## src/common/ebpwm_pkg.sv

```systemverilog
// Purpose: Shared constants and types of the enhanced bridge PWM output stage
// Assumes: i_clk_sys is the oscillator clock, so one oscillator period is one cycle
// Notes:   Register map is an 8-bit wide, eight-entry plain-port map

package ebpwm_pkg;

  // ----------------------------------------------------------------
  // Register bus
  // ----------------------------------------------------------------
  localparam int EBPWM_AW = 3;
  localparam int EBPWM_DW = 8;

  localparam logic [2:0] EBPWM_OFS_CTRL = 3'h0;
  localparam logic [2:0] EBPWM_OFS_DBAND = 3'h1;
  localparam logic [2:0] EBPWM_OFS_PERIOD = 3'h2;
  localparam logic [2:0] EBPWM_OFS_DUTY = 3'h3;
  localparam logic [2:0] EBPWM_OFS_TCTRL = 3'h4;
  localparam logic [2:0] EBPWM_OFS_STEER = 3'h5;
  localparam logic [2:0] EBPWM_OFS_STATUS = 3'h6;
  localparam logic [2:0] EBPWM_OFS_TIMER = 3'h7;

  // Control register fields
  localparam int EBPWM_CFG_MSB = 7;
  localparam int EBPWM_CFG_LSB = 6;
  localparam int EBPWM_DLO_MSB = 5;
  localparam int EBPWM_DLO_LSB = 4;
  localparam int EBPWM_MSEL_MSB = 3;
  localparam int EBPWM_MSEL_LSB = 0;
  localparam logic [1:0] EBPWM_MSEL_PWM = 2'h3;
  localparam int EBPWM_POL_AC_BIT = 1;
  localparam int EBPWM_POL_BD_BIT = 0;

  // Timer control fields
  localparam int EBPWM_TON_BIT = 2;
  localparam int EBPWM_PRE_MSB = 1;

  // Status fields
  localparam int EBPWM_ST_RUN_BIT = 4;
  localparam int EBPWM_ST_DIR_BIT = 5;
  localparam int EBPWM_ST_HOLD_BIT = 6;

  // Reset values
  localparam logic [7:0] EBPWM_RST_CTRL = 8'h00;
  localparam logic [7:0] EBPWM_RST_DBAND = 8'h00;
  localparam logic [7:0] EBPWM_RST_PERIOD = 8'hFF;
  localparam logic [7:0] EBPWM_RST_DUTY = 8'h00;
  localparam logic [7:0] EBPWM_RST_TCTRL = 8'h00;
  localparam logic [3:0] EBPWM_RST_STEER = 4'h1;

  // ----------------------------------------------------------------
  // Timing
  // ----------------------------------------------------------------
  localparam int EBPWM_CLK_PERIOD_NS = 50;
  localparam int EBPWM_TOSC_NS = 50;
  localparam int EBPWM_DB_TOSC_PER_COUNT = 4;
  // Least time, rounded up to whole cycles
  localparam int EBPWM_DB_CYC_PER_COUNT =
    (EBPWM_DB_TOSC_PER_COUNT * EBPWM_TOSC_NS + EBPWM_CLK_PERIOD_NS - 1) / EBPWM_CLK_PERIOD_NS;
  localparam logic [3:0] EBPWM_PRE1_LIM = 4'h0;
  localparam logic [3:0] EBPWM_PRE4_LIM = 4'h3;
  localparam logic [3:0] EBPWM_PRE16_LIM = 4'hF;
  localparam logic [1:0] EBPWM_QPHASE_LAST = 2'h3;

  // ----------------------------------------------------------------
  // Types
  // ----------------------------------------------------------------
  typedef enum logic [1:0] {
    EBPWM_CFG_SINGLE = 2'b00,
    EBPWM_CFG_FWD = 2'b01,
    EBPWM_CFG_HALF = 2'b10,
    EBPWM_CFG_REV = 2'b11
  } ebpwm_cfg_e;

  typedef enum logic [1:0] {
    EBPWM_ST_OFF = 2'b00,
    EBPWM_ST_ARMED = 2'b01,
    EBPWM_ST_RUN = 2'b10
  } ebpwm_state_e;

endpackage

```

## src/rtl/ebpwm_timebase.sv

```systemverilog
// Purpose: Period time base with prescaler and quarter-phase fine count
// Assumes: One clock, i_clk_sys at the oscillator rate
// Notes:   o_fine is the ten-bit position {timer, phase}; o_wrap marks the first cycle of fine == 0 after a period wrap

`timescale 1ns/100ps

module ebpwm_timebase
  import ebpwm_pkg::*;
(
  input wire logic i_clk_sys,
  input wire logic i_rst,
  input wire logic i_run,
  input wire logic [1:0] i_pre_sel,
  input wire logic [7:0] i_period,
  output logic [7:0] o_timer,
  output logic [9:0] o_fine,
  output logic o_wrap
);

  logic [3:0] pre_cnt_q;
  logic [3:0] pre_lim;
  logic [1:0] phase_q;
  logic [7:0] tmr_q;
  logic wrap_q;
  logic step;
  logic tick;

  always_comb begin
    if (i_pre_sel[EBPWM_PRE_MSB]) begin
      pre_lim = EBPWM_PRE16_LIM;
    end else if (i_pre_sel[0]) begin
      pre_lim = EBPWM_PRE4_LIM;
    end else begin
      pre_lim = EBPWM_PRE1_LIM;
    end
  end

  assign step = i_run && (pre_cnt_q >= pre_lim);
  assign tick = step && (phase_q == EBPWM_QPHASE_LAST);

  always_ff @(posedge i_clk_sys or posedge i_rst) begin
    if (i_rst) begin
      pre_cnt_q <= 4'h0;
      phase_q <= 2'h0;
      tmr_q <= 8'h00;
      wrap_q <= 1'b0;
    end else begin
      wrap_q <= 1'b0;
      if (i_run) begin
        pre_cnt_q <= step ? 4'h0 : pre_cnt_q + 4'h1;
      end
      if (step) begin
        phase_q <= phase_q + 2'h1;
      end
      // Lowered period still wraps instead of running to 255
      if (tick && (tmr_q >= i_period)) begin
        tmr_q <= 8'h00;
        wrap_q <= 1'b1;
      end else if (tick) begin
        tmr_q <= tmr_q + 8'h01;
      end
    end
  end

  assign o_timer = tmr_q;
  assign o_fine = {tmr_q, phase_q};
  assign o_wrap = wrap_q;

endmodule

```

## src/rtl/ebpwm_deadband.sv

```systemverilog
// Purpose: Rising-edge delay of one half-bridge drive signal
// Assumes: i_in is active-high logic level, before polarity
// Notes:   Falling edges pass after one cycle; a short pulse never shows

`timescale 1ns/100ps

module ebpwm_deadband
  import ebpwm_pkg::*;
#(
  parameter int W = 7,
  parameter int MULT = EBPWM_DB_CYC_PER_COUNT
) (
  input wire logic i_clk_sys,
  input wire logic i_rst,
  input wire logic i_in,
  input wire logic [W-1:0] i_count,
  output logic o_out
);

  logic [W+2:0] target;
  logic [W+2:0] cnt_q;
  logic out_q;

  assign target = (W+3)'(32'(i_count) * MULT);

  always_ff @(posedge i_clk_sys or posedge i_rst) begin
    if (i_rst) begin
      cnt_q <= '0;
      out_q <= 1'b0;
    end else if (!i_in) begin
      cnt_q <= '0;
      out_q <= 1'b0;
    end else if (cnt_q >= target) begin
      // Compare with >= so a count lowered mid-delay cannot stall
      out_q <= 1'b1;
    end else begin
      cnt_q <= cnt_q + (W+3)'(1);
    end
  end

  assign o_out = out_q;

endmodule

```

## src/rtl/ebpwm_top.sv

```systemverilog
// Purpose: Enhanced PWM output stage driving up to four bridge pins
// Assumes: Oscillator clock on i_clk_sys; registers on a plain 8-bit port
// Notes:   Pin enables low mean the pin is released to its port function
//
// Overview of operation
// - The two-bit output config picks single, half-bridge, forward or reverse.
// - A ten-bit duty compare makes one waveform that can reach four pins.
// - Pin active levels are set by the mode-select field of the control register.
// - After enabling, no waveform appears until the next period starts.
// - Half-bridge puts the waveform on A and its complement on B.
// - Half-bridge delays each output's active edge by the dead-band count.
// - A dead-band count longer than the active time keeps that output inactive.
// - Dead-band delay is the count times four oscillator periods.
// - Half-bridge uses only A and B and leaves C and D undriven.
// - Pins unused by the current configuration are released.
// - Single mode places the waveform on each pin whose steering bit is set.
// - Forward holds A active and modulates D; reverse holds C and modulates B.
// - Mode codes 1100 to 1111 set pair A/C low-active by bit 1, B/D by bit 0.
// - A bridge direction change blanks modulation, swaps sides, resumes next period.
//
// The implementer's own choices: the placing of the registers and the strobed register port.

`timescale 1ns/100ps

module ebpwm_top
  import ebpwm_pkg::*;
(
  input wire logic i_clk_sys,
  input wire logic i_rst,
  input wire logic [EBPWM_AW-1:0] i_addr,
  input wire logic [EBPWM_DW-1:0] i_wdata,
  input wire logic i_wr,
  input wire logic i_rd,
  output logic [EBPWM_DW-1:0] o_rdata,
  output logic o_pwm_out_a,
  output logic o_pwm_out_b,
  output logic o_pwm_out_c,
  output logic o_pwm_out_d,
  output logic o_pwm_oe_a,
  output logic o_pwm_oe_b,
  output logic o_pwm_oe_c,
  output logic o_pwm_oe_d
);

  // ----------------------------------------------------------------
  // Declarations
  // ----------------------------------------------------------------
  logic [7:0] unit_control_reg_q;
  logic [7:0] deadband_control_reg_q;
  logic [7:0] period_compare_reg_q;
  logic [7:0] duty_high_byte_q;
  logic [7:0] timer_ctrl_q;
  logic [3:0] steer_q;
  logic [7:0] rdata_q;

  ebpwm_cfg_e output_config_field;
  logic [3:0] unit_mode_select;
  logic [6:0] deadband_count;
  logic [9:0] duty_req;
  logic [9:0] duty_act_q;
  logic [9:0] duty_use;
  logic pwm_en;
  logic timer_on;
  logic pol_ac;
  logic pol_bd;
  logic [3:0] pol;

  logic [7:0] pwm_time_base;
  logic [9:0] fine;
  logic period_start;

  ebpwm_state_e state_q;
  logic run_use;
  logic pwm_raw_q;
  logic dir_req;
  logic dir_q;
  logic hold_q;
  logic full_sel;
  logic half_sel;
  logic db_a_out;
  logic db_b_out;

  logic [3:0] act_d;
  logic [3:0] oe_d;
  logic [3:0] pin_q;
  logic [3:0] oe_q;

  // ----------------------------------------------------------------
  // Field decode
  // ----------------------------------------------------------------
  // config decode
  assign output_config_field =
    ebpwm_cfg_e'(unit_control_reg_q[EBPWM_CFG_MSB:EBPWM_CFG_LSB]);
  assign unit_mode_select = unit_control_reg_q[EBPWM_MSEL_MSB:EBPWM_MSEL_LSB];
  assign deadband_count = deadband_control_reg_q[6:0];
  assign duty_req = {duty_high_byte_q, unit_control_reg_q[EBPWM_DLO_MSB:EBPWM_DLO_LSB]};
  assign pwm_en = (unit_mode_select[3:2] == EBPWM_MSEL_PWM);
  assign timer_on = timer_ctrl_q[EBPWM_TON_BIT];
  assign pol_ac = unit_mode_select[EBPWM_POL_AC_BIT];
  assign pol_bd = unit_mode_select[EBPWM_POL_BD_BIT];
  assign pol = {pol_bd, pol_ac, pol_bd, pol_ac};
  assign full_sel = output_config_field[0];
  assign half_sel = (output_config_field == EBPWM_CFG_HALF);
  assign dir_req = output_config_field[1];

  // ----------------------------------------------------------------
  // Register port
  // ----------------------------------------------------------------
  always_ff @(posedge i_clk_sys or posedge i_rst) begin
    if (i_rst) begin
      unit_control_reg_q <= EBPWM_RST_CTRL;
      deadband_control_reg_q <= EBPWM_RST_DBAND;
      period_compare_reg_q <= EBPWM_RST_PERIOD;
      duty_high_byte_q <= EBPWM_RST_DUTY;
      timer_ctrl_q <= EBPWM_RST_TCTRL;
      steer_q <= EBPWM_RST_STEER;
    end else if (i_wr) begin
      if (i_addr == EBPWM_OFS_CTRL) begin
        unit_control_reg_q <= i_wdata;
      end else if (i_addr == EBPWM_OFS_DBAND) begin
        deadband_control_reg_q <= {1'b0, i_wdata[6:0]};
      end else if (i_addr == EBPWM_OFS_PERIOD) begin
        period_compare_reg_q <= i_wdata;
      end else if (i_addr == EBPWM_OFS_DUTY) begin
        duty_high_byte_q <= i_wdata;
      end else if (i_addr == EBPWM_OFS_TCTRL) begin
        timer_ctrl_q <= {5'h00, i_wdata[2:0]};
      end else if (i_addr == EBPWM_OFS_STEER) begin
        steer_q <= i_wdata[3:0];
      end
    end
  end

  always_ff @(posedge i_clk_sys or posedge i_rst) begin
    if (i_rst) begin
      rdata_q <= 8'h00;
    end else if (!i_rd) begin
      rdata_q <= 8'h00;
    end else if (i_addr == EBPWM_OFS_CTRL) begin
      rdata_q <= unit_control_reg_q;
    end else if (i_addr == EBPWM_OFS_DBAND) begin
      rdata_q <= deadband_control_reg_q;
    end else if (i_addr == EBPWM_OFS_PERIOD) begin
      rdata_q <= period_compare_reg_q;
    end else if (i_addr == EBPWM_OFS_DUTY) begin
      rdata_q <= duty_high_byte_q;
    end else if (i_addr == EBPWM_OFS_TCTRL) begin
      rdata_q <= timer_ctrl_q;
    end else if (i_addr == EBPWM_OFS_STEER) begin
      rdata_q <= {4'h0, steer_q};
    end else if (i_addr == EBPWM_OFS_STATUS) begin
      rdata_q <= {1'b0, hold_q, dir_q, (state_q == EBPWM_ST_RUN), pin_q};
    end else begin
      rdata_q <= pwm_time_base;
    end
  end

  assign o_rdata = rdata_q;

  // ----------------------------------------------------------------
  // Time base
  // ----------------------------------------------------------------
  // period and fine count
  ebpwm_timebase u_timebase (
    .i_clk_sys(i_clk_sys),
    .i_rst(i_rst),
    .i_run(timer_on),
    .i_pre_sel(timer_ctrl_q[1:0]),
    .i_period(period_compare_reg_q),
    .o_timer(pwm_time_base),
    .o_fine(fine),
    .o_wrap(period_start)
  );

  // Duty is double-buffered so a mid-period write cannot glitch the pulse
  always_ff @(posedge i_clk_sys or posedge i_rst) begin
    if (i_rst) begin
      duty_act_q <= 10'h000;
    end else if (period_start) begin
      duty_act_q <= duty_req;
    end
  end

  // ----------------------------------------------------------------
  // Start-up sequencing
  // ----------------------------------------------------------------
  // wait for a period start
  always_ff @(posedge i_clk_sys or posedge i_rst) begin
    if (i_rst) begin
      state_q <= EBPWM_ST_OFF;
    end else if (!pwm_en || !timer_on) begin
      state_q <= EBPWM_ST_OFF;
    end else begin
      case (state_q)
        EBPWM_ST_OFF: begin
          state_q <= EBPWM_ST_ARMED;
        end
        EBPWM_ST_ARMED: begin
          if (period_start) begin
            state_q <= EBPWM_ST_RUN;
          end
        end
        EBPWM_ST_RUN: begin
          state_q <= EBPWM_ST_RUN;
        end
        default: begin
          state_q <= EBPWM_ST_OFF;
        end
      endcase
    end
  end

  assign run_use = pwm_en && timer_on &&
    ((state_q == EBPWM_ST_RUN) || ((state_q == EBPWM_ST_ARMED) && period_start));
  assign duty_use = period_start ? duty_req : duty_act_q;

  always_ff @(posedge i_clk_sys or posedge i_rst) begin
    if (i_rst) begin
      pwm_raw_q <= 1'b0;
    end else begin
      pwm_raw_q <= run_use && (fine < duty_use);
    end
  end

  // ----------------------------------------------------------------
  // Bridge direction
  // ----------------------------------------------------------------
  // blank, swap, resume next period
  always_ff @(posedge i_clk_sys or posedge i_rst) begin
    if (i_rst) begin
      dir_q <= 1'b0;
      hold_q <= 1'b0;
    end else if (full_sel && (dir_req != dir_q)) begin
      dir_q <= dir_req;
      hold_q <= 1'b1;
    end else if (!full_sel) begin
      dir_q <= dir_req;
      hold_q <= 1'b0;
    end else if (period_start) begin
      hold_q <= 1'b0;
    end
  end

  // ----------------------------------------------------------------
  // Dead band
  // ----------------------------------------------------------------
  // delayed active edges
  ebpwm_deadband #(
    .W(7),
    .MULT(EBPWM_DB_CYC_PER_COUNT)
  ) u_db_a (
    .i_clk_sys(i_clk_sys),
    .i_rst(i_rst),
    .i_in(half_sel && pwm_raw_q),
    .i_count(deadband_count),
    .o_out(db_a_out)
  );

  ebpwm_deadband #(
    .W(7),
    .MULT(EBPWM_DB_CYC_PER_COUNT)
  ) u_db_b (
    .i_clk_sys(i_clk_sys),
    .i_rst(i_rst),
    .i_in(half_sel && (state_q == EBPWM_ST_RUN) && !pwm_raw_q),
    .i_count(deadband_count),
    .o_out(db_b_out)
  );

  // ----------------------------------------------------------------
  // Pin steering
  // ----------------------------------------------------------------
  always_comb begin
    act_d = 4'h0;
    oe_d = 4'h0;
    if (pwm_en) begin
      case (output_config_field)
        EBPWM_CFG_SINGLE: begin
          oe_d = steer_q;
          act_d = pwm_raw_q ? steer_q : 4'h0;
        end
        EBPWM_CFG_HALF: begin
          oe_d = 4'b0011;
          act_d = {2'b00, db_b_out, db_a_out};
        end
        default: begin
          oe_d = 4'b1111;
          if (!dir_q) begin
            act_d = {pwm_raw_q && !hold_q, 2'b00, 1'b1};
          end else begin
            act_d = {1'b0, 1'b1, pwm_raw_q && !hold_q, 1'b0};
          end
          act_d = act_d & {4{state_q == EBPWM_ST_RUN}};
        end
      endcase
    end
  end

  genvar gi;
  generate
    for (gi = 0; gi < 4; gi++) begin : g_pin
      always_ff @(posedge i_clk_sys or posedge i_rst) begin
        if (i_rst) begin
          pin_q[gi] <= 1'b0;
          oe_q[gi] <= 1'b0;
        end else begin
          pin_q[gi] <= act_d[gi] ^ pol[gi];
          oe_q[gi] <= oe_d[gi];
        end
      end
    end
  endgenerate

  assign o_pwm_out_a = pin_q[0];
  assign o_pwm_out_b = pin_q[1];
  assign o_pwm_out_c = pin_q[2];
  assign o_pwm_out_d = pin_q[3];
  assign o_pwm_oe_a = oe_q[0];
  assign o_pwm_oe_b = oe_q[1];
  assign o_pwm_oe_c = oe_q[2];
  assign o_pwm_oe_d = oe_q[3];
endmodule

```

## config.mk

```make
export PLATFORM = sky130hd
export DESIGN_NAME = ebpwm_top
export DESIGN_NICKNAME = d
export VERILOG_FILES = /design/src/common/ebpwm_pkg.sv /design/src/rtl/ebpwm_timebase.sv /design/src/rtl/ebpwm_deadband.sv /design/src/rtl/ebpwm_top.sv
export SDC_FILE = /design/constraint.sdc
export NUM_CORES = 1
export LEC_CHECK = 0
export BUFFER_PORTS_ARGS = -buffer_cell sky130_fd_sc_hd__buf_2
export CAP_MARGIN = 10
export CORE_MARGIN = 5
export CORE_UTILIZATION = 41
export DETAILED_ROUTE_END_ITERATION = 8
export GPL_ROUTABILITY_DRIVEN = 0
export GPL_TIMING_DRIVEN = 1
export HOLD_SLACK_MARGIN = 0.12
export PLACE_DENSITY = 0.68
export SLEW_MARGIN = 0
export SYNTH_ARGS = -nofsm -noshare
export SYNTH_HDL_FRONTEND = slang
export SYNTH_HIERARCHICAL = 1
export SYNTH_SLANG_ARGS = --single-unit
```

## constraint.sdc

```tcl
create_clock -name i_clk_sys -period 3.2 [get_ports i_clk_sys]
set_clock_uncertainty 0.05 [all_clocks]
set_input_delay 0 -clock i_clk_sys [delete_from_list [all_inputs] [get_ports i_clk_sys]]
set_output_delay 0 -clock i_clk_sys [all_outputs]
set_load 0.03 [all_outputs]
```

Word-level counts from Yosys, hierarchy flattened
Index checks and enable logic that the tools add are counted.
{"block": "word_totals", "regBits": 106, "word_cells": 135}
{"block": "classes", "add_sub_neg": 5, "order_cmp": 5, "n_eq_ne": 19, "n_mux": 39, "n_bitwise": 10, "reduce_logical": 29}
{"op": "2-to-1 mux 8 bit", "count": 10}
{"op": "2-to-1 mux 10 bit", "count": 5}
{"op": "2-to-1 mux 4 bit", "count": 8}
{"op": "adder 10 x 1 -> 10 bit, second input constant", "count": 2}
{"op": "greater-or-equal comparator 10 x 9 -> 1 bit", "count": 2}
{"op": "one-hot mux 4 bit (2 select lines)", "count": 2}
{"op": "logical AND 1 bit", "count": 12}
{"op": "less-than comparator 10 bit", "count": 1}
{"op": "2-to-1 mux 1 bit", "count": 10}
{"op": "== test 3 bit, second input constant", "count": 3}
{"op": "adder 8 x 1 -> 8 bit, second input constant", "count": 1}
{"op": "== test 2 bit, second input constant", "count": 4}
{"op": "greater-or-equal comparator 8 bit", "count": 1}
{"op": "inequality test 2 bit, second input constant", "count": 4}
{"op": "AND reduction 7 bit", "count": 1}
{"op": "== test 3 x 2 -> 1 bit, second input constant", "count": 2}
{"op": "2-to-1 mux 2 bit", "count": 3}
{"op": "one-hot mux 2 bit (3 select lines)", "count": 1}
{"op": "AND reduction 6 bit", "count": 1}
{"op": "NOT 1 bit", "count": 5}
{"op": "AND reduction 5 bit", "count": 1}
{"op": "adder 4 x 1 -> 4 bit, second input constant", "count": 1}
{"op": "bitwise AND 4 bit", "count": 1}
{"op": "greater-or-equal comparator 4 bit", "count": 1}
{"op": "17 further kinds", "count": 25}

Depth between registers and ports, before layout
Gate-level depths: netlist (run 1).
{"block": "depth", "word_depth": 9, "ltp_mapped": 8}

Hierarchy
Netlist (run 1), hierarchy kept.
{"mod": "ebpwm_top", "n_inst": 1, "cells_per_inst": 295, "area_each_um2": 3485.8, "seq_area_each_um2": 1737.9}
{"mod": "ebpwm_deadband", "n_inst": 2, "cells_per_inst": 86, "area_each_um2": 802.0, "seq_area_each_um2": 275.3}
{"mod": "ebpwm_timebase", "n_inst": 1, "cells_per_inst": 121, "area_each_um2": 1163.6, "seq_area_each_um2": 375.4}

Worst setup path after synthesis (run 1)
OpenSTA, ideal clock, no wires.
{"block": "synth_timing", "path_type": "register to register", "start": "register timer_ctrl_q[1]", "end": "register u_timebase.tmr_q[0] (netlist: u_timebase/o_timer[0])", "setup_ns": 0.125, "t_arrival_ns": 2.096, "required_time_ns": 3.025, "path_slack_ns": 0.929, "path_stages_with_launch": 9, "n_path_buf": 1, "period_less_slack_ns": 2.271, "cell_sequence": "dfrtp_1 or2_2 ha_1 nand2b_4 a2111oi_4 or3_1 buf_6 nor2_4 mux2_4"}
{"block": "synth_via", "elab_chain_cells": 6, "word_cells_on_any_way": 7, "cone_classes": "1 x order compare; 2 x mux; 4 x reduce/logical"}
{"element": "start, declared", "line": "ebpwm_top.sv:52", "rtl": "logic [7:0] timer_ctrl_q;"}
{"element": "start signal, assigned", "line": "ebpwm_top.sv:127", "rtl": "timer_ctrl_q <= {5'h00, i_wdata[2:0]};"}
{"element": "2-to-1 mux 4 bit (*)", "line": "ebpwm_timebase.sv:29", "rtl": "if (i_pre_sel[EBPWM_PRE_MSB]) begin"}
{"element": "greater-or-equal comparator 4 bit (*)", "line": "ebpwm_timebase.sv:38", "rtl": "assign step = i_run && (pre_cnt_q >= pre_lim);"}
{"element": "logical AND 1 bit (*)", "line": "ebpwm_timebase.sv:38"}
{"element": "logical AND 1 bit (*)", "line": "ebpwm_timebase.sv:39", "rtl": "assign tick = step && (phase_q == EBPWM_QPHASE_LAST);"}
{"element": "logical AND 1 bit", "line": "ebpwm_timebase.sv:56", "rtl": "if (tick && (tmr_q >= i_period)) begin"}
{"element": "2-to-1 mux 8 bit / nonzero test 2 bit (equally long branches)"}
{"element": "end signal, assigned", "line": "ebpwm_timebase.sv:60", "rtl": "tmr_q <= tmr_q + 8'h01;"}
{"element": "end, declared", "line": "ebpwm_timebase.sv:23", "rtl": "logic [7:0] tmr_q;"}
Mark *: on every way between the ends. The rest lies on a longest branch, timed or not.
A chain may end at the register's enable or synchronous reset.

Worst setup path after layout (run 1)
Ends and elaborated chain as after synthesis.

==> results.env, run 1 <==
BUFFER_PORTS.INSERTED=30
IO_PINS=31
GLOBAL_ROUTE.OVERFLOW_TOTAL=0
MAX_CAP_VIOL_COUNT=0
POST_SYNTH.CELL_AREA_AVG_UM2=10.6
NUM_ROWS=45
YS_SEQ_ELEMENTS=106
LAYOUT-AREA-OVERHEAD-VS-SYNTH_PCT=10.1
SLEW-LIMIT-HEADROOM_PCT=28.2
GLOBALROUTETOTALUTIL_PCT=16.6
CLKSINKCOUNT=106
DESIGN_POWER_TOTAL_mW=4.08
WORSTMARGINPINSLEW_PS=1070
LAYOUT.CORE_UTILIZATION_PCT=45.6
CORE_AREA_UM2=15100
TIMING.CRITICAL_PATH.FROM_TYPE='register'
PATH_MAX_FANOUT=8
DP_HPWL_MM=10.7
YOSYS_MOST_USED_DFF='dfrtp_1'
WL_PER_CELL_UM=17.8
GLOBAL_ROUTE_WIRE_LENGTH_BEFORE_REPAIR_MM=23.5
COUNT_OF_VIAS_PLACED_BY_THE_DETAILED_ROUTER=4574
POST_CTS.REPAIR.SETUP_BUFFERS=0
DETAIL_ROUTE.FIRST_PASS.ITERATIONS=4
SYNTH_SEQ_AREA_SHARE_PCT=42.6
SYNTH-EDFF-COUNT=0
CLKLATENCYLATEPIN_PS=360
NETLIST_INSTANCES=588
VIA_COUNT_OF_THE_FIRST_GLOBAL_ROUTING_PASS=4527
FF2FF_SETUP_SLACK_PS=690
CTS_BUFFER_DEPTH=2
YS_ASYNC_SR_FRACTION_PCT=100
CLOCKROOTBUFFER='clkbuf_16'
STATIC-LEAKAGE-POWER_nW=3.10
WL_MM=14.4
DESIGN.DIE.AREA_UM2=17800
P_PER_AREA_nW_PER_UM2=593
TIMING.HOLD.WORST.CLASS='in2async'
SYNTHESIZED_NET_COUNT=648
FINALSETUPVIOLATIONS=0
TIMING_HOLD_VIOLATIONS_FINAL=0
SETUP_REPAIR_AFTER_GLOBAL_ROUTING_MISSED_ITS_MARGIN='false'
FINALMAXSLEWVIOLATIONS=0
INITIALDRTVIOLATIONCOUNT=285
MAXCLOCKFREQUENCY_MHz=398
MAX-VDD-IR-DROP_V=0.000292
NUMBER_OF_NETS_IN_THE_FINISHED_DESIGN=675
CTS_MADE_BUFFERS=9
CRITICAL_PATH_ARRIVAL_PS=2700
WORST_HOLD_SLACK_ACROSS_ALL_ENDPOINTS_PS=191
OUTCOME='complete, no violations'
CTS_MAX_LEVEL=3
CLK_PIN_SLEW_WORST_PATHS_PS=70
CTS_TREE='built'
POST_DRT_VIA_CELL_RATIO=5.67
REMAINING_DRC_ERRORS=0
MAPPEDNETLISTAREA_UM2=6250
MAXIMUM_NUMBER_OF_PINS_ON_ONE_NET_BEFORE_GLOBAL_ROUTE_REPAIR=52
FINALCRITPERIODSHARE_PCT=78.4
POSTCTSHOLDBUFS=12
SETUP_TOTAL_NEGATIVE_SLACK_PS=0
SYNTH_CELL_TYPES=75
DIE_WIDTH_UM=134
CP.REQUIRED_PS=3390
POST_CTS.RESIZED_INSTANCES=0
NUM_ANTENNA_CELLS=0
DIE_H_UM=134
GRT_ANTENNA_BEFORE_REPAIR=1
WORSTSETUPENDPOINTTYPE='register'
START_UTIL_PCT=41.4
POST-ROUTE-MIN-PERIOD_PS=2510
WORSTSETUPPATHTYPE='reg2reg'
YOSYSWARNINGCOUNT=6
ROUTE.ANTENNA.REMAINING_NETS=0
DRIVE_ABOVE_1_SHARE_PCT=20.5
-- cell usage in the layout (no fill, tap or decap), drive strengths merged, types with 4 or more instances in the layout --
cell,instances
nand2b,13
inv,54
o221ai,4
a22o,4
nand2,38
dfrtp,97
o21a,4
buf,31
dlygate4sd3,12
nand4,9
o211ai,9
a21o,6
mux2i,21
a21oi,35
nor2,27
mux2,41
xnor2,6
clkbuf,12
nor2b,4
nand3,23
ha,45
or4,9
dfstp,9
o31ai,9
o41ai,4
o21ai,24
nor3,12
-- routing by layer --
metal  vias to the layer above  global-route usage, %  part of all wire, %  routed length [um]
met3                        20                   3.21                  4.6                 662
met4                         2                   5.94                  1.5                 216
li1                       2192                      -                    -                   -
met5                         -                      0                0.049                   7
met2                        94                   26.6                   47                6810
met1                      2266                   22.4                   46                6670
-- synthesized netlist by cell type, types with 6 or more instances --
cell type,number,area (um2)
inv_1,53,199
nor3_1,10,50.1
buf_2,7,35.0
mux2_2,36,405
o211ai_1,9,67.6
dfstp_2,9,236
nand2_1,38,143
a21oi_1,30,150
dfrtp_1,97,2430
ha_1,45,563
o21ai_0,19,95.1
buf_4,13,97.6
mux2i_1,21,210
nand3_1,21,105
xnor2_1,6,52.6
nor2_1,26,97.6
or4_1,9,67.6
o31ai_1,9,67.6
nand2b_1,11,68.8
nand4_1,8,50.1
-- critical path: stages, from the launching register on --
cell and delay (ps):
dfrtp_1 410, or2_2 320, ha_1 300, nand2b_4 150, a2111oi_4 440, or3_1 370
nor2_4 100, mux2_4 270
-- area by class of cell --
type	count	area, um2
flip-flops and latches	106	2660
multi-input cells	399	3190
well taps	188	235
fillers	1409	8200
inverters	56	210
clock buffers	12	246
clock inverters	3	65.1
repair buffers	43	278
-- logic make-up after synthesis --
logic type,synth area share (%)
buffers and inverters,6.40
DFF,42.6
AOI/OAI and AO/OA,15.3
muxes,12.1
and+or+nand+nor,13.7
xor gates and xnor gates,0.840
adders and majority gates,9.00
-- report_power, final --
part / internal (mW) / switching (mW) / leakage (nW)
sequential: 1.56 / 0.242 / 1.36
clock: 0.702 / 0.481 / 0.153
combinational: 0.502 / 0.593 / 1.58
-- path summary, 6_finish.rpt --
| kind | start | to | cells after the start |
|---|---|---|---|
| worst max-delay path | timer_ctrl_q[1]$_DFFE_PP0P_ | u_timebase/o_timer[0]$_DFFE_PP0P_ | 7 |
| worst min-delay path | i_rst | u_db_b/cnt_q[2]$_DFFE_PP0P_ | 3 |
| worst max register to register | timer_ctrl_q[1]$_DFFE_PP0P_ | u_timebase/o_timer[0]$_DFFE_PP0P_ | 7 |
| worst min register to register | duty_act_q[4]$_DFF_PP0_ | duty_act_q[4]$_DFF_PP0_ | 2 |
| max in group asynchronous | i_rst | o_pwm_oe_d$_DFF_PP0_ | 4 |
| min in group i_clk_sys | i_addr[1] | o_rdata[3]$_DFF_PP0_ | 3 |
-- per-stage QoR --
step	setup WS (ps)	instance area, um2	std cells
floorplan	929	6250	588
global placement	770	6460	780
detailed placement	710	6460	780
CTS	690	6890	807
global route	577	6890	807
finish	690	6890	807
-- sequential cells by signal (all words and copies together) (netlist names), 2 cells and up --
signal / count
u_timebase/o_timer: 8
u_timebase/pre_cnt_q: 4
steer_q: 4
duty_act_q: 10
u_db_a/cnt_q: 10
deadband_control_reg_q: 7
o_rdata: 8
u_timebase/phase_q: 2
unit_control_reg_q: 8
u_db_b/cnt_q: 10
period_compare_reg_q: 8
duty_high_byte_q: 8
state_q: 2
timer_ctrl_q: 3
Power figures use the tool's default switching activity.
==> run 2, diff against run 1 <==
Settings changed: PLACE_DENSITY 0.68 to 0.7.
Clock period 3.2 ns to 2.3 ns, I/O delays scaled along.
==> results.env, run 2 (synthesized netlist as in run 1, its figures left out) <==
CTS_MADE_BUFFERS=9  # unchanged
DIE_WIDTH_UM=134  # unchanged
OUTCOME='complete, no violations'
CLOCKROOTBUFFER='clkbuf_16'
WL_PER_CELL_UM=17.7  # -0.44%
DRIVE_ABOVE_1_SHARE_PCT=23.9  # +3.4 points
CRITICAL_PATH_ARRIVAL_PS=2430  # -270 ps
CTS_TREE='built'
COUNT_OF_VIAS_PLACED_BY_THE_DETAILED_ROUTER=4729  # +3.4%
LAYOUT.CORE_UTILIZATION_PCT=46.9  # +1.3 points
SETUP_REPAIR_AFTER_GLOBAL_ROUTING_MISSED_ITS_MARGIN='false'
NUM_ROWS=45  # unchanged
PATH_MAX_FANOUT=7  # -1
MOSTFREQUENTLAYOUTCELLS='dfrtp_1 (97), inv_1 (52), ha_1 (43), nand2_1 (38), mux2_2 (36)'
TIMING_HOLD_VIOLATIONS_FINAL=0  # unchanged
CP.REQUIRED_PS=2490  # -900 ps
GLOBAL_ROUTE_WIRE_LENGTH_BEFORE_REPAIR_MM=24.0  # +2.2%
P_PER_AREA_nW_PER_UM2=800  # +35%
PLACED_AREA_UM2=6590  # +2.1%
CLKLATENCYLATEPIN_PS=350  # about the same
NUM_ANTENNA_CELLS=0  # unchanged
CLKSINKCOUNT=106  # unchanged
POST-ROUTE-MIN-PERIOD_PS=2240  # -272 ps
FINALSETUPVIOLATIONS=0  # unchanged
FINAL_CRITICAL_PATH_SETUP_SLACK_PS=61.4  # -628 ps
TIMING.CRITICAL_PATH.FROM_TYPE='register'
SLEW-LIMIT-HEADROOM_PCT=53.7  # +25 points
ROUTE.ANTENNA.REMAINING_NETS=0  # unchanged
VIA_COUNT_OF_THE_FIRST_GLOBAL_ROUTING_PASS=4733  # +4.6%
WORSTSETUPPATHTYPE='reg2reg'
CLK_PIN_SLEW_WORST_PATHS_PS=70  # about the same
POST_DRT_VIA_CELL_RATIO=5.68  # +0.16%
LAYOUT_COMMONEST_CELL='dfrtp_1'
MAXCLOCKFREQUENCY_MHz=447  # +12%
REMAINING_DRC_ERRORS=0  # unchanged
DETAILEDPLACE.WORSTSLACK_PS=-20.0  # -730 ps
WORSTMARGINPINSLEW_PS=694  # -381 ps
P_SEQ_SHARE_PCT=44.0  # -0.2 points
MET1_USAGE_PCT=22.9  # +0.49 points
CORE_AREA_UM2=15100  # unchanged
GLOBAL_ROUTE.OVERFLOW_TOTAL=0  # unchanged
COMBPWRFRAC_PCT=30.3  # +3.5 points
TIMING.HOLD.WORST.CLASS='in2reg'
LAYOUT.FILLER_CELLS=1362  # -3.3%
P_CLK_SHARE_PCT=25.7  # -3.3 points
POWER.NET_SWITCHING_mW=1.89  # +43%
DETAIL_ROUTE.FIRST_PASS.ITERATIONS=6  # +2
WL_MM=14.8  # +2.8%
CELL_INTERNAL_PWR_mW=3.78  # +37%
START_UTIL_PCT=41.4  # unchanged
INITIALDRTVIOLATIONCOUNT=330  # +16%
MAX_CAP_VIOL_COUNT=0  # unchanged
IO_PINS=31  # unchanged
MAX-VDD-IR-DROP_V=0.000447  # +53%
DESIGN.DIE.AREA_UM2=17800  # unchanged
LAYOUT-AREA-OVERHEAD-VS-SYNTH_PCT=13.3
TOP_USAGE_LAYER='met2'
POST-ROUTE-CELL-AREA_UM2=7080  # +2.8%
NUMBER_OF_NETS_IN_THE_FINISHED_DESIGN=700  # +3.7%
GRT_MET2_USAGE_PCT=27.1  # +0.56 points
FINALCRITPERIODSHARE_PCT=97.3  # +19 points
MAXIMUM_NUMBER_OF_PINS_ON_ONE_NET_BEFORE_GLOBAL_ROUTE_REPAIR=40  # -23%
GLOBALROUTETOTALUTIL_PCT=16.9  # +0.33 points
FRACTION_OF_POWER_SPENT_SWITCHING_NETS_PCT=33.3  # +1.1 points
MET3_USAGE_PCT=3.55  # +0.34 points
STATIC-LEAKAGE-POWER_nW=3.22  # +3.7%
CTS_BUFFER_DEPTH=2  # unchanged
WORSTSETUPENDPOINTTYPE='register'
FINALMAXSLEWVIOLATIONS=0  # unchanged
CTS_MAX_LEVEL=3  # unchanged
GRT_ANTENNA_BEFORE_REPAIR=1  # unchanged
BUFFER_PORTS.INSERTED=30  # unchanged
DIE_H_UM=134  # unchanged
REG_TOP3='duty_act_q (10), u_db_a/cnt_q (10), u_db_b/cnt_q (10)'
DP_HPWL_MM=10.9  # +1.7%
==> run 2: cell types whose count changed in the layout (fill, tap and decap cells not counted), moves of 2 or more <==
cell	change
buf_4	+20
dlygate4sd3_1	+4
bufinv_16	-2
clkinv_2	+2
ha_1	-2
==> run 2: stage by stage <==
stage	total power, mW	instances	TNS [ps]	hold WS, ps
floorplan	3.66	588	0	-198
global placement	4.03	798	0	-117
detailed placement	4.11	798	-24.2	-112
CTS	5.62	830	0	138
global route	6.00	833	0	170
finish	5.67	833	0	171
==> run 2: routing by layer <==
layer  wire length [um]  vias to the layer above
met2               7010                      118
met1               6850                     2338
met4                299                        2
li1                   -                     2242
met5                 13                        -
met3                595                       29
==> run 2: path summary, 6_finish.rpt <==
kind / start / end / slack (ps) / cells after the start
worst max-delay path: timer_ctrl_q[1]$_DFFE_PP0P_ / u_timebase/o_timer[4]$_DFFE_PP0P_ / 60 / 9
worst min register to register: u_db_a/cnt_q[9]$_DFFE_PP0P_ / u_db_a/cnt_q[9]$_DFFE_PP0P_ / 440 / 1
worst min-delay path: i_addr[2] / o_rdata[2]$_DFF_PP0_ / 170 / 4
worst max register to register: timer_ctrl_q[1]$_DFFE_PP0P_ / u_timebase/o_timer[4]$_DFFE_PP0P_ / 60 / 9
min in group asynchronous: i_rst / u_db_b/cnt_q[5]$_DFFE_PP0P_ / 180 / 3
max in group asynchronous: i_rst / steer_q[0]$_DFFE_PP1P_ / 840 / 5
==> run 2: worst max-delay path: stages (launching register included) <==
cell	delay (ps)
dfrtp_1	380
or2_4	270
ha_4	250
nand2b_4	120
a2111oi_4	70
buf_4	160
or3_4	350
buf_6	150
a21o_1	150
a22o_1	180
==> run 2: area by class of cell <==
cell class	instances	area, um2	area share (%)
Multi-Input combinational cell	399	3220	45.5
Tap cell	188	235	3.32
Timing Repair Buffer	68	479	6.77
Inverter	56	210	2.97
Sequential cell	106	2660	37.6
Clock inverter	3	15.0	0.212
Clock buffer	13	260	3.67
==> run 2: power by group through the flow <==
stage	Clock (mW)	Sequential (mW)	Combinational (mW)
3_5_place_dp	0	2.52	1.59
4_1_cts	1.50	2.49	1.64
5_1_grt	1.56	2.53	1.91
2_1_floorplan	0	2.48	1.19
3_3_place_gp	0	2.51	1.52
6_report	1.45	2.50	1.72
==> run 2: timing repair <==
action                     in CTS  in global routing
hold buffers                   16                  0
setup endpoints to repair       5                  8
pin swaps                       1                  2
resized for setup               1                  6
hold endpoints to repair      150                  0
buffers inserted                0                  3
==> run 3, diff against run 2 <==
Settings changed: CORE_MARGIN 5 to 4, HOLD_SLACK_MARGIN 0.12 to 0.15, PLACE_DENSITY 0.7 to 0.68.
==> results.env, run 3 (synthesized netlist as in run 1, its figures left out) <==
MET2_LAYER_WIRE_LENGTH_IN_THE_ROUTED_DESIGN_MM=7.00  # -0.17%
DRIVE_ABOVE_1_SHARE_PCT=23.4  # -0.49 points
MAXIMUM_NUMBER_OF_PINS_ON_ONE_NET_BEFORE_GLOBAL_ROUTE_REPAIR=36  # -10%
CP_TOP_DELAY_FAMILY='simple AND/OR/NAND/NOR gates'
PATH_MAX_FANOUT=4  # -3
CP.REQUIRED_PS=2540  # +50 ps
DIE_H_UM=132  # -1.5%
POST_DRT_VIA_CELL_RATIO=5.75  # +1.3%
FINISH.CELL_COUNT_WITHOUT_FILLERS=823  # -1.2%
ROUTE.ANTENNA.REMAINING_NETS=0  # unchanged
CORE_AREA_UM2=14800  # -2.2%
CRITICAL_PATH.STARTPOINT='timer_ctrl_q[1]$_DFFE_PP0P_'
NUM_ROWS=44  # -2.2%
WORST_HOLD_SLACK_ACROSS_ALL_ENDPOINTS_PS=207  # +35.1 ps
CLKLATENCYLATEPIN_PS=360  # about the same
SLEW-LIMIT-HEADROOM_PCT=48.4  # -5.3 points
P_PER_AREA_nW_PER_UM2=826  # +3.3%
WORSTSETUPPATHTYPE='reg2reg'
CLOCKROOTBUFFER='clkbuf_16'
GRT_ANTENNA_BEFORE_REPAIR=2  # +1
CTS_MADE_BUFFERS=9  # unchanged
TIMING_HOLD_VIOLATIONS_FINAL=0  # unchanged
POST-ROUTE-MIN-PERIOD_PS=2220  # -15.0 ps
PLACED_CELLS=792  # -0.75%
SETUP_TOTAL_NEGATIVE_SLACK_PS=0  # unchanged
CLK_PIN_SLEW_WORST_PATHS_PS=70  # about the same
WL_MM=14.8  # +0.24%
REMAINING_DRC_ERRORS=0  # unchanged
STATIC-LEAKAGE-POWER_nW=3.20  # -0.61%
DIE_WIDTH_UM=132  # -1.5%
CRIT_PATH_MAX_INCR_DELAY_PS=440  # +60 ps
BUFFER_PORTS.INSERTED=30  # unchanged
GLOBAL_ROUTE.OVERFLOW_TOTAL=0  # unchanged
CTS_MAX_LEVEL=3  # unchanged
VIA_COUNT_OF_THE_FIRST_GLOBAL_ROUTING_PASS=4749  # +0.34%
CLKSINKCOUNT=106  # unchanged
PATH_CELLS='or2_4, ha_4, nand2b_4, a2111oi_4, nor2_1, buf_4, nor4bb_2, a21o_1'
DESIGN.DIE.AREA_UM2=17300  # -3.0%
HIGHEST-SIGNAL-LAYER='met4'
TIMING.HOLD.WORST.CLASS='in2async'
INITIALDRTVIOLATIONCOUNT=389  # +18%
WIRELENGTH_MET1_MM=6.73  # -1.6%
START_UTIL_PCT=42.4  # +0.94 points
FINALSETUPVIOLATIONS=0  # unchanged
WORSTMARGINPINSLEW_PS=773  # +78.5 ps
LAYOUT_COMMONEST_CELL='dfrtp_1'
DP_HPWL_MM=11.1  # +2.1%
PATH_BUF_INV=1  # -1
NUMBER_OF_NETS_IN_THE_FINISHED_DESIGN=692  # -1.1%
GLOBAL_ROUTE_WIRE_LENGTH_BEFORE_REPAIR_MM=24.7  # +2.7%
MET3WIRELENGTH_UM=785  # +32%
FINALCRITPERIODSHARE_PCT=96.7  # -0.65 points
CRITICAL_PATH_ARRIVAL_PS=2460  # +30 ps
CRITICAL_PATH.SLOWEST_CELL='a2111oi_4'
LAYOUT-AREA-OVERHEAD-VS-SYNTH_PCT=13.4
DETAIL_ROUTE.FIRST_PASS.ITERATIONS=5  # -1
IO_PINS=31  # unchanged
COUNT_OF_VIAS_PLACED_BY_THE_DETAILED_ROUTER=4732  # +0.063%
WL_PER_CELL_UM=18.0  # +1.5%
WORSTSETUPENDPOINTTYPE='register'
MOSTFREQUENTLAYOUTCELLS='dfrtp_1 (97), inv_1 (52), ha_1 (44), nand2_1 (38), mux2_2 (36)'
REG_TOP3='duty_act_q (10), u_db_a/cnt_q (10), u_db_b/cnt_q (10)'
FINALMAXSLEWVIOLATIONS=0  # unchanged
CTS_BUFFER_DEPTH=2  # unchanged
MAX-VDD-IR-DROP_V=0.000390  # -13%
GLOBALROUTETOTALUTIL_PCT=17.6  # +0.67 points
MAXCLOCKFREQUENCY_MHz=450  # +0.68%
CRITICAL_PATH.REG2REG.STARTPOINT='timer_ctrl_q[1]$_DFFE_PP0P_'
TIMING.CRITICAL_PATH.FROM_TYPE='register'
CTS_TREE='built'
MAX_CAP_VIOL_COUNT=0  # unchanged
OUTCOME='complete, no violations'
run 3: cell count changes in the layout (fill, tap and decap cells not counted), moves of 2 or more:
cell	change
clkbuf_8	-2
clkinv_2	-3
diode_2	+2
buf_4	-5
bufinv_16	+2
clkbuf_1	-2
o221ai_4	+2
clkinvlp_4	+2
inv_6	+2
o221ai_2	-2
dlygate4sd3_1	-3
run 3: worst min-delay path: cells and delay by family:
kind     cells  cell delay [ps]
buf+inv      3             1040
run 3: path summary, 6_finish.rpt:
check,endpoint,slack [ps],cells past startpoint
max in group asynchronous,steer_q[0]$_DFFE_PP1P_,1170,4
min in group i_clk_sys,o_rdata[6]$_DFF_PP0_,260,3
hold / removal,u_db_a/cnt_q[6]$_DFFE_PP0P_,210,3
hold reg to reg,duty_act_q[4]$_DFF_PP0_,440,2
setup / recovery,u_timebase/pre_cnt_q[2]$_DFFE_PP0P_,80,8
setup reg to reg,u_timebase/pre_cnt_q[2]$_DFFE_PP0P_,80,8
run 3: cell type report:
cell class,instances,area [um2]
Clock inverter,7,101
Fill cell,1368,7660
Timing Repair Buffer,60,420
Inverter,56,210
Tap cell,184,230
Multi-Input combinational cell,399,3240
Antenna cell,2,5.00
Clock buffer,9,225
Sequential cell,106,2660
run 3: power by group:
part	total (mW)	switching [mW]	internal (mW)
Clock	1.68	0.716	0.964
Sequential	2.50	0.325	2.17
Combinational	1.68	0.894	0.789
run 3: per-stage QoR:
stage | power [mW] | area, um2 | util, % | worst slack, ps
detailed placement | 4.15 | 6580 | 44.6 | -13.8
floorplan | 3.66 | 6250 | - | 28.6
global route | 6.20 | 7090 | 48.1 | -3.22
finish | 5.86 | 7090 | 48.1 | 76.5
CTS | 5.86 | 7040 | 47.7 | 11.4
global placement | 4.06 | 6580 | 44.6 | 62.5
run 3: timing repair:
action                                  4_1_cts  5_1_grt
hold endpoints to repair                    109        0
hold buffers                                 13        0
buffers inserted                              0        0
endpoints found under the setup margin        1       10
gates resized for setup                       0        6
pin swaps                                     1        3
run 3: per-layer routing:
metal | track usage (%) | vias to the layer above
met4 | 5.25 | 0
met1 | 23.9 | 2350
met2 | 28.1 | 131
met5 | 0 | -
li1 | - | 2228
met3 | 4.17 | 23
